[src/core/adcs_pkg.sv]
// Constants and types shared by the converter register block
package adcs_pkg;

  // ------------------------------------------------------------
  // Register addresses
  // ------------------------------------------------------------
  localparam logic [7:0] ADDR_CLKDIV  = 8'hf2;
  localparam logic [7:0] ADDR_CTRL    = 8'hf3;
  localparam logic [7:0] ADDR_RES_LO  = 8'hf4;
  localparam logic [7:0] ADDR_RES_HI  = 8'hf5;
  localparam logic [7:0] ADDR_PIN_SEL = 8'hf6;

  // ------------------------------------------------------------
  // Control field positions
  // ------------------------------------------------------------
  localparam int CTRL_QUIET_BIT = 6;
  localparam int CTRL_ON_BIT    = 5;
  localparam int CTRL_DONE_BIT  = 4;
  localparam int CTRL_GO_BIT    = 3;
  localparam int CTRL_SEL_LSB   = 0;
  localparam int SEL_W          = 3;
  localparam int DIV_W          = 5;
  localparam int RES_W          = 10;

  // ------------------------------------------------------------
  // Reset values and counts
  // ------------------------------------------------------------
  localparam logic [7:0]       PIN_SEL_RST  = 8'h00;
  localparam logic [DIV_W-1:0] CLKDIV_RST   = 5'h00;
  localparam logic [RES_W-1:0] RESULT_RST   = 10'h000;
  localparam logic [SEL_W-1:0] SEL_RST      = 3'h0;
  localparam logic [6:0]       DIV_ZERO_PER = 7'h40;
  localparam logic [3:0]       CONV_TICKS   = 4'hb;

  // ------------------------------------------------------------
  // Types
  // ------------------------------------------------------------
  typedef struct packed {
    logic       wr;
    logic       rd;
    logic [7:0] addr;
    logic [7:0] wdata;
  } adcs_sfr_req_t;

  typedef struct packed {
    logic             quiet;
    logic             on;
    logic             done;
    logic             go;
    logic [SEL_W-1:0] sel;
  } adcs_ctrl_t;

  typedef enum logic [0:0] {
    ST_IDLE = 1'b0,
    ST_CONV = 1'b1
  } adcs_state_t;

  localparam adcs_ctrl_t CTRL_RST = '{quiet: 1'b0, on: 1'b0, done: 1'b0, go: 1'b0,
                                      sel: SEL_RST};

endpackage

[src/core/adcs_core.sv]
// Converter special function registers, sequencing and result capture
`timescale 1ns/1ns
//
// Contract
// - Each pin select bit makes its port-1 pin analog; all zero after reset.
// - Quiet mode bit set idles the CPU during a conversion.
// - Control bits 6..0 read zero after reset; bit 7 undefined.
// - Hardware clears convert_go at completion; it reads as busy status.
// - Divider holds a 5-bit value in bits 4..0, zero after reset.
// - High result register returns result bits 9..2.
// - Low result register returns result bits 1..0 in bits 1..0.
// - Reserved bits read undefined; software never writes them as one.
// - Converter_on clear means standby; set enables conversions.
// - Three-bit input_select picks analog input 0 to 7 in binary.
// - Converter clock is clock/64 for zero, else clock/(2*value).
// - Done flag sticks until cleared; interrupt while flag and enable both set.
module adcs_core
  import adcs_pkg::*;
(
  input  wire logic             i_clk,
  input  wire logic             i_srst,
  input  wire adcs_sfr_req_t    i_sfr,
  input  wire logic             i_converter_irq_enable,
  input  wire logic [RES_W-1:0] i_conv_result,
  output logic      [7:0]       o_sfr_rdata,
  output logic      [7:0]       o_analog_pin_bits,
  output logic      [SEL_W-1:0] o_input_select,
  output logic                  o_converter_on,
  output logic                  o_converting,
  output logic                  o_adc_clk_tick,
  output logic                  o_cpu_idle,
  output logic                  o_irq
);

  // ------------------------------------------------------------
  // Decode helpers
  // ------------------------------------------------------------
  function automatic logic sfr_write(input adcs_sfr_req_t req, input logic [7:0] addr);
    sfr_write = req.wr && (req.addr == addr);
  endfunction

  function automatic logic sfr_read(input adcs_sfr_req_t req, input logic [7:0] addr);
    sfr_read = req.rd && (req.addr == addr);
  endfunction

  // ------------------------------------------------------------
  // State
  // ------------------------------------------------------------
  adcs_ctrl_t       ctrl;
  adcs_ctrl_t       next_ctrl;
  adcs_state_t      state;
  adcs_state_t      next_state;
  logic [7:0]       pin_sel;
  logic [7:0]       next_pin_sel;
  logic [DIV_W-1:0] clk_div;
  logic [DIV_W-1:0] next_clk_div;
  logic [RES_W-1:0] result;
  logic [RES_W-1:0] next_result;
  logic [3:0]       tick_cnt;
  logic [3:0]       next_tick_cnt;
  logic [7:0]       next_rdata;
  logic             next_cpu_idle;
  logic             next_irq;
  logic [RES_W-1:0] res_meta;
  logic [RES_W-1:0] res_sync;
  logic             tick;
  logic             start_ok;
  logic             finish;
  logic [SEL_W-1:0] wr_sel;

  // ------------------------------------------------------------
  // Result input synchroniser
  // ------------------------------------------------------------
  // The analog core is not clocked by us, so its result crosses two stages
  always_ff @(posedge i_clk) begin
    if (i_srst) begin
      res_meta <= RESULT_RST;
      res_sync <= RESULT_RST;
    end else begin
      res_meta <= i_conv_result;
      res_sync <= res_meta;
    end
  end

  // ------------------------------------------------------------
  // Converter clock
  // ------------------------------------------------------------
  // Divider restarts with each conversion so every one lasts the same time
  adcs_clk_div u_div (
    .i_clk  (i_clk),
    .i_srst (i_srst),
    .i_run  (state == ST_CONV),
    .i_div  (clk_div),
    .o_tick (tick)
  );

  // ------------------------------------------------------------
  // Register and sequencer next state
  // ------------------------------------------------------------
  assign wr_sel = i_sfr.wdata[CTRL_SEL_LSB +: SEL_W];

  // A start on a pin left digital, or written with the on bit clear, has no effect
  assign start_ok = sfr_write(i_sfr, ADDR_CTRL) && i_sfr.wdata[CTRL_GO_BIT]
                    && i_sfr.wdata[CTRL_ON_BIT] && pin_sel[wr_sel]
                    && (state == ST_IDLE);

  assign finish = (state == ST_CONV) && tick && (tick_cnt == CONV_TICKS - 4'h1);

  always_comb begin
    next_ctrl     = ctrl;
    next_state    = state;
    next_pin_sel  = pin_sel;
    next_clk_div  = clk_div;
    next_result   = result;
    next_tick_cnt = tick_cnt;
    if (sfr_write(i_sfr, ADDR_PIN_SEL)) begin
      next_pin_sel = i_sfr.wdata;
    end
    if (sfr_write(i_sfr, ADDR_CLKDIV)) begin
      next_clk_div = i_sfr.wdata[DIV_W-1:0];
    end
    if (sfr_write(i_sfr, ADDR_CTRL)) begin
      next_ctrl.quiet = i_sfr.wdata[CTRL_QUIET_BIT];
      next_ctrl.on    = i_sfr.wdata[CTRL_ON_BIT];
      next_ctrl.sel   = wr_sel;
      // Software can only clear the flag; writing one keeps it as it was
      next_ctrl.done  = ctrl.done & i_sfr.wdata[CTRL_DONE_BIT];
    end
    case (state)
      ST_IDLE: begin
        if (start_ok) begin
          next_state    = ST_CONV;
          next_ctrl.go  = 1'b1;
          next_tick_cnt = 4'h0;
        end
      end
      ST_CONV: begin
        if (!next_ctrl.on) begin
          // Standby aborts a running conversion without a result
          next_state   = ST_IDLE;
          next_ctrl.go = 1'b0;
        end else if (finish) begin
          next_state   = ST_IDLE;
          next_result  = res_sync;
          next_ctrl.go = 1'b0;
          // Set after the software clear so a same-cycle clear loses
          next_ctrl.done = 1'b1;
        end else if (tick) begin
          next_tick_cnt = tick_cnt + 4'h1;
        end
      end
      default: begin
        next_state   = ST_IDLE;
        next_ctrl.go = 1'b0;
      end
    endcase
  end

  // ------------------------------------------------------------
  // Read data and outputs
  // ------------------------------------------------------------
  // Reserved bits return zero, one fixed choice for undefined values
  always_comb begin
    next_rdata = 8'h00;
    if (i_sfr.rd) begin
      case (i_sfr.addr)
        ADDR_PIN_SEL: next_rdata = pin_sel;
        ADDR_CTRL:    next_rdata = {1'b0, ctrl};
        ADDR_CLKDIV:  next_rdata = {3'h0, clk_div};
        ADDR_RES_HI:  next_rdata = result[RES_W-1:2];
        ADDR_RES_LO:  next_rdata = {6'h00, result[1:0]};
        default:      next_rdata = 8'h00;
      endcase
    end
  end

  assign next_cpu_idle = next_ctrl.quiet && next_ctrl.go;
  assign next_irq      = next_ctrl.done && i_converter_irq_enable;

  always_ff @(posedge i_clk) begin
    if (i_srst) begin
      ctrl        <= CTRL_RST;
      state       <= ST_IDLE;
      pin_sel     <= PIN_SEL_RST;
      clk_div     <= CLKDIV_RST;
      result      <= RESULT_RST;
      tick_cnt    <= 4'h0;
      o_sfr_rdata <= 8'h00;
      o_cpu_idle  <= 1'b0;
      o_irq       <= 1'b0;
    end else begin
      ctrl        <= next_ctrl;
      state       <= next_state;
      pin_sel     <= next_pin_sel;
      clk_div     <= next_clk_div;
      result      <= next_result;
      tick_cnt    <= next_tick_cnt;
      o_sfr_rdata <= next_rdata;
      o_cpu_idle  <= next_cpu_idle;
      o_irq       <= next_irq;
    end
  end

  assign o_analog_pin_bits = pin_sel;
  assign o_input_select    = ctrl.sel;
  assign o_converter_on    = ctrl.on;
  assign o_converting      = ctrl.go;
  assign o_adc_clk_tick    = tick;
endmodule

[src/core/adcs_clk_div.sv]
// Converter clock divider producing one-cycle enable pulses
`timescale 1ns/1ns
module adcs_clk_div
  import adcs_pkg::*;
(
  input  wire logic             i_clk,
  input  wire logic             i_srst,
  input  wire logic             i_run,
  input  wire logic [DIV_W-1:0] i_div,
  output logic                  o_tick
);

  // ------------------------------------------------------------
  // Divider
  // ------------------------------------------------------------
  logic [6:0] period;
  logic [5:0] cnt;
  logic [5:0] next_cnt;
  logic       next_tick;

  // Zero divide value selects the slowest rate
  assign period = (i_div == CLKDIV_RST) ? DIV_ZERO_PER : {1'b0, i_div, 1'b0};

  always_comb begin
    next_cnt  = cnt;
    next_tick = 1'b0;
    if (!i_run) begin
      next_cnt = 6'h00;
    end else if ({1'b0, cnt} == period - 7'h01) begin
      next_cnt  = 6'h00;
      next_tick = 1'b1;
    end else begin
      next_cnt = cnt + 6'h01;
    end
  end

  always_ff @(posedge i_clk) begin
    if (i_srst) begin
      cnt    <= 6'h00;
      o_tick <= 1'b0;
    end else begin
      cnt    <= next_cnt;
      o_tick <= next_tick;
    end
  end

  // ------------------------------------------------------------
  // Checks
  // ------------------------------------------------------------
  logic [6:0] gap;
  logic       seen;

  always_ff @(posedge i_clk) begin
    if (i_srst || !i_run) begin
      gap  <= 7'h00;
      seen <= 1'b0;
    end else if (o_tick) begin
      gap  <= 7'h01;
      seen <= 1'b1;
    end else begin
      gap <= gap + 7'h01;
    end
  end
endmodule

[config.mk]
export PLATFORM = sky130hd
export DESIGN_NAME = adcs_core
export DESIGN_NICKNAME = d
export VERILOG_FILES = /design/src/core/adcs_pkg.sv /design/src/core/adcs_core.sv /design/src/core/adcs_clk_div.sv
export SDC_FILE = /design/constraint.sdc
export NUM_CORES = 1
export LEC_CHECK = 0
export ABC_AREA = 0
export BUFFER_PORTS_ARGS = -buffer_cell sky130_fd_sc_hd__buf_2
export CORE_MARGIN = 10
export CORE_UTILIZATION = 50
export CTS_CLUSTER_DIAMETER = 120
export DETAILED_ROUTE_END_ITERATION = 16
export PLACE_DENSITY = 0.7
export REMOVE_ABC_BUFFERS = 1
export SLEW_MARGIN = 20
export SYNTH_ARGS = -nofsm -noshare
export SYNTH_HDL_FRONTEND = slang
export SYNTH_HIERARCHICAL = 1
export SYNTH_SLANG_ARGS = --single-unit
[constraint.sdc]
create_clock -name i_clk -period 2.4 [get_ports i_clk]
set_input_delay 0.6 -clock i_clk [delete_from_list [all_inputs] [get_ports i_clk]]
set_output_delay 0.6 -clock i_clk [all_outputs]
set_load 0.005 [all_outputs]
==> results.py <==
metrics = {
    "worst_setup_path": {
        "end_kind": "flop",
        "cp_slowest_cell": "or4_4",
        "path_class": "in -> reg",
        "path_cells": "buf_2 > and4b_1 > nand3_1 > or4_4 > a22oi_1 > mux2i_1",
        "path_buf_inv": 1,
        "crit_arrival_ns": 2.32,
        "crit_family": "simple AND/OR/NAND/NOR gates",
        "cpPeakStageDelay_ns": 0.56,
        "worstSetupStartpointType": "input pin",
        "worstPathMaxFanout": 8,
        "worstPathRequired_ns": 2.67,
    },
    "die": {
        "initial_core_util_pct": 52.5,
        "rows": 27,
        "die_area_um2": 9360,
        "fp.dieW_um": 96.7,
        "die_h_um": 96.7,
        "core_um2": 5610,
        "top_level_ports": 55,
    },
    "synthesis": {
        "async_flop_share_pct": 0,
        "ys.flop_type": "dfxtp_1",
        "synth_most_common_cell": "dfxtp_1",
        "yosys-top-cells-count": "dfxtp_1 (72), nor2_1 (27), nand2_1 (25)",
        "synthTopCellsByArea": "dfxtp_1 (49%), mux2i_1 (7.5%), nor2b_1 (4.7%)",
        "synth_top_cell_by_area": "dfxtp_1",
        "syn_avg_cell_area_um2": 9.56,
        "postSynthCellCount": 308,
        "synth_cell_types": 43,
        "ys_seq_area_share_pct": 49.0,
        "synth_area_um2": 2940,
        "yosys_warnings": 6,
        "synth_seq_cells": 72,
        "synth_top_cell_area_share_pct": 49.0,
        "synth-edff-count": 0,
    },
    "drt": {
        "wl_um": 6940,
        "first_iter_violations": 128,
        "drtAntennaViolNets": 0,
        "post-route-drc-count": 0,
        "viasPerCell": 5.27,
        "wl_per_cell_um": 15.5,
        "via_count": 2366,
        "drt_first_pass_iters": 4,
    },
    "global_route": {
        "track_usage_pct": 14.6,
        "grt_util_met1_pct": 17.4,
        "grt_pass1_vias": 2339,
        "grt_use_met3_pct": 5.75,
        "grt_use_met2_pct": 23.7,
        "grt_overflow": 0,
        "grt_antenna_before_repair": 0,
        "grt_pass1_wl_um": 11400,
        "grt_max_degree": 53,
        "grt-busiest-layer": "met2",
    },
    "placement": {
        "place_inst": 433,
        "placed_area_um2": 3330,
        "place_congestion": 0.884,
        "dp_hpwl_um": 5170,
        "portBuffers": 54,
    },
    "sta": {
        "setup_violations": 0,
        "holdWs_ns": 0.437,
        "slew_viol_final": 0,
        "relSlewSlack_pct": 62.8,
        "worst-slew-pin-transition_ns": 0.544,
        "clock_skew_ns": 0.00824,
        "min_period_ns": 2.05,
        "hold_viol": 0,
        "rsz0062_at_grt": "false",
        "fmax_mhz": 487,
        "finalCritPeriodShare_pct": 85.5,
    },
    "final_layout": {
        "final_area_um2": 3560,
        "antenna_cells": 0,
        "final_cells": 449,
        "layout.nets": 406,
        "drive_gt1_share_pct": 24.1,
        "area_growth_syn_to_layout_pct": 21.0,
        "fillers": 511,
        "utilization_pct": 63.5,
    },
    "clock_network": {
        "cts.clk_slew.worst_paths_ns": 0.07,
        "clk_path_buf_depth": 2,
        "clkSinkCount": 72,
        "clk-insertion-delay-late_ns": 0.35,
        "htreeDepth": 3,
        "post_cts_buffers": 0,
        "cts_root_buf": "clkbuf_8",
        "cts_tree": "yes",
        "numCtsBuffers": 9,
        "post_cts_resize_count": 0,
        "cts_hold_buffers": 0,
    },
    "hold_path": {
        "hold_path_class": "reg -> reg",
    },
    "power": {
        "total_power_mw": 2.39,
        "swShare_pct": 20.7,
        "leakage_nw": 1.57,
        "p_per_area_nw_per_um2": 671,
        "switching_power_mw": 0.494,
        "pwr-share-comb_pct": 4.0,
        "ir_worst_vdd_mv": 0.596,
        "pwr-share-clk_pct": 45.3,
        "internal_power_mw": 1.89,
        "seqPwrFrac_pct": 50.8,
    },
    "outcome": {
        "status": "finished clean",
    },
    "flow_run": {
        "cap_violations": 0,
    },
}
## cell type report
class / instances / area, µm² / area share, %
Multi-Input combinational cell: 215 / 1410 / 39.5
Tap cell: 72 / 90.1 / 2.53
Inverter: 7 / 26.3 / 0.737
Timing Repair Buffer: 67 / 368 / 10.3
Sequential cell: 72 / 1440 / 40.4
Clock buffer: 12 / 155 / 4.35
Clock inverter: 4 / 76.3 / 2.14
## final timing paths
| check | startpoint | endpoint | slack (ns) | cells after the start |
|---|---|---|---|---|
| max | i_sfr[10] | tick_cnt[1] | 0.35 | 6 |
| min | res_meta[4] | res_sync[4] | 0.44 | 1 |
| max reg2reg | o_analog_pin_bits[1] | tick_cnt[1] | 0.42 | 5 |
| min reg2reg | res_meta[4] | res_sync[4] | 0.44 | 1 |
## metrics by stage
step | setup slack (ns) | TNS [ns]
global placement | 0.0972 | 0
CTS | 0.363 | 0
finish | 0.347 | 0
floorplan | -0.206 | -1.65
global route | 0.263 | 0
detailed placement | 0.00329 | 0
## layout by cell type, fill, tap and decap left out, drive strengths merged, types with 2 or more instances in the layout
cell type	n
buf	67
nor3	6
xnor2	8
nand2	25
a31oi	2
ha	3
nor4	6
o21ai	4
and3b	3
mux2i	22
a32oi	2
inv	7
o211ai	3
nor2	27
dfxtp	72
mux2	5
nand3	17
clkbuf	12
a22oi	13
a21oi	21
nand4	2
nand3b	2
xor2	2
and2	4
nand2b	3
bufinv	2
nor2b	22
## kinds of logic (layout without fill, tap and decap cells)
group | Yosys count | after routing | synth area share (%)
compound gates | 52 | 52 | 11.5
xor+xnor | 10 | 10 | 2.98
fa+ha+maj | 3 | 3 | 1.28
buf+inv | 21 | 90 | 3.48
flops | 72 | 72 | 49.0
mux | 27 | 27 | 9.39
simple gates | 123 | 123 | 22.4
## power by group through the flow
| stage | clock network (mW) | logic, mW | registers [mW] |
|---|---|---|---|
| detailed placement | 0 | 0.0949 | 1.24 |
| global placement | 0 | 0.0933 | 1.24 |
| CTS | 1.10 | 0.0951 | 1.21 |
| floorplan | 0 | 0.0299 | 1.24 |
| finish | 1.08 | 0.0949 | 1.21 |
| global route | 1.16 | 0.105 | 1.21 |
## metal layers
layer,vias up,part of all wire (%)
li1,1209,-
met4,0,0.92
met2,59,48
met5,-,0
met1,1090,44
met3,8,6.9
## registers in the layout, indices dropped and copies added, names as in the netlist, 2 cells and up
register / flops
u_div/cnt: 6
res_sync: 10
ctrl: 2
tick_cnt: 4
clk_div: 5
o_analog_pin_bits: 8
result: 10
res_meta: 10
o_input_select: 3
o_sfr_rdata: 8
Power figures use the tool's default switching activity.
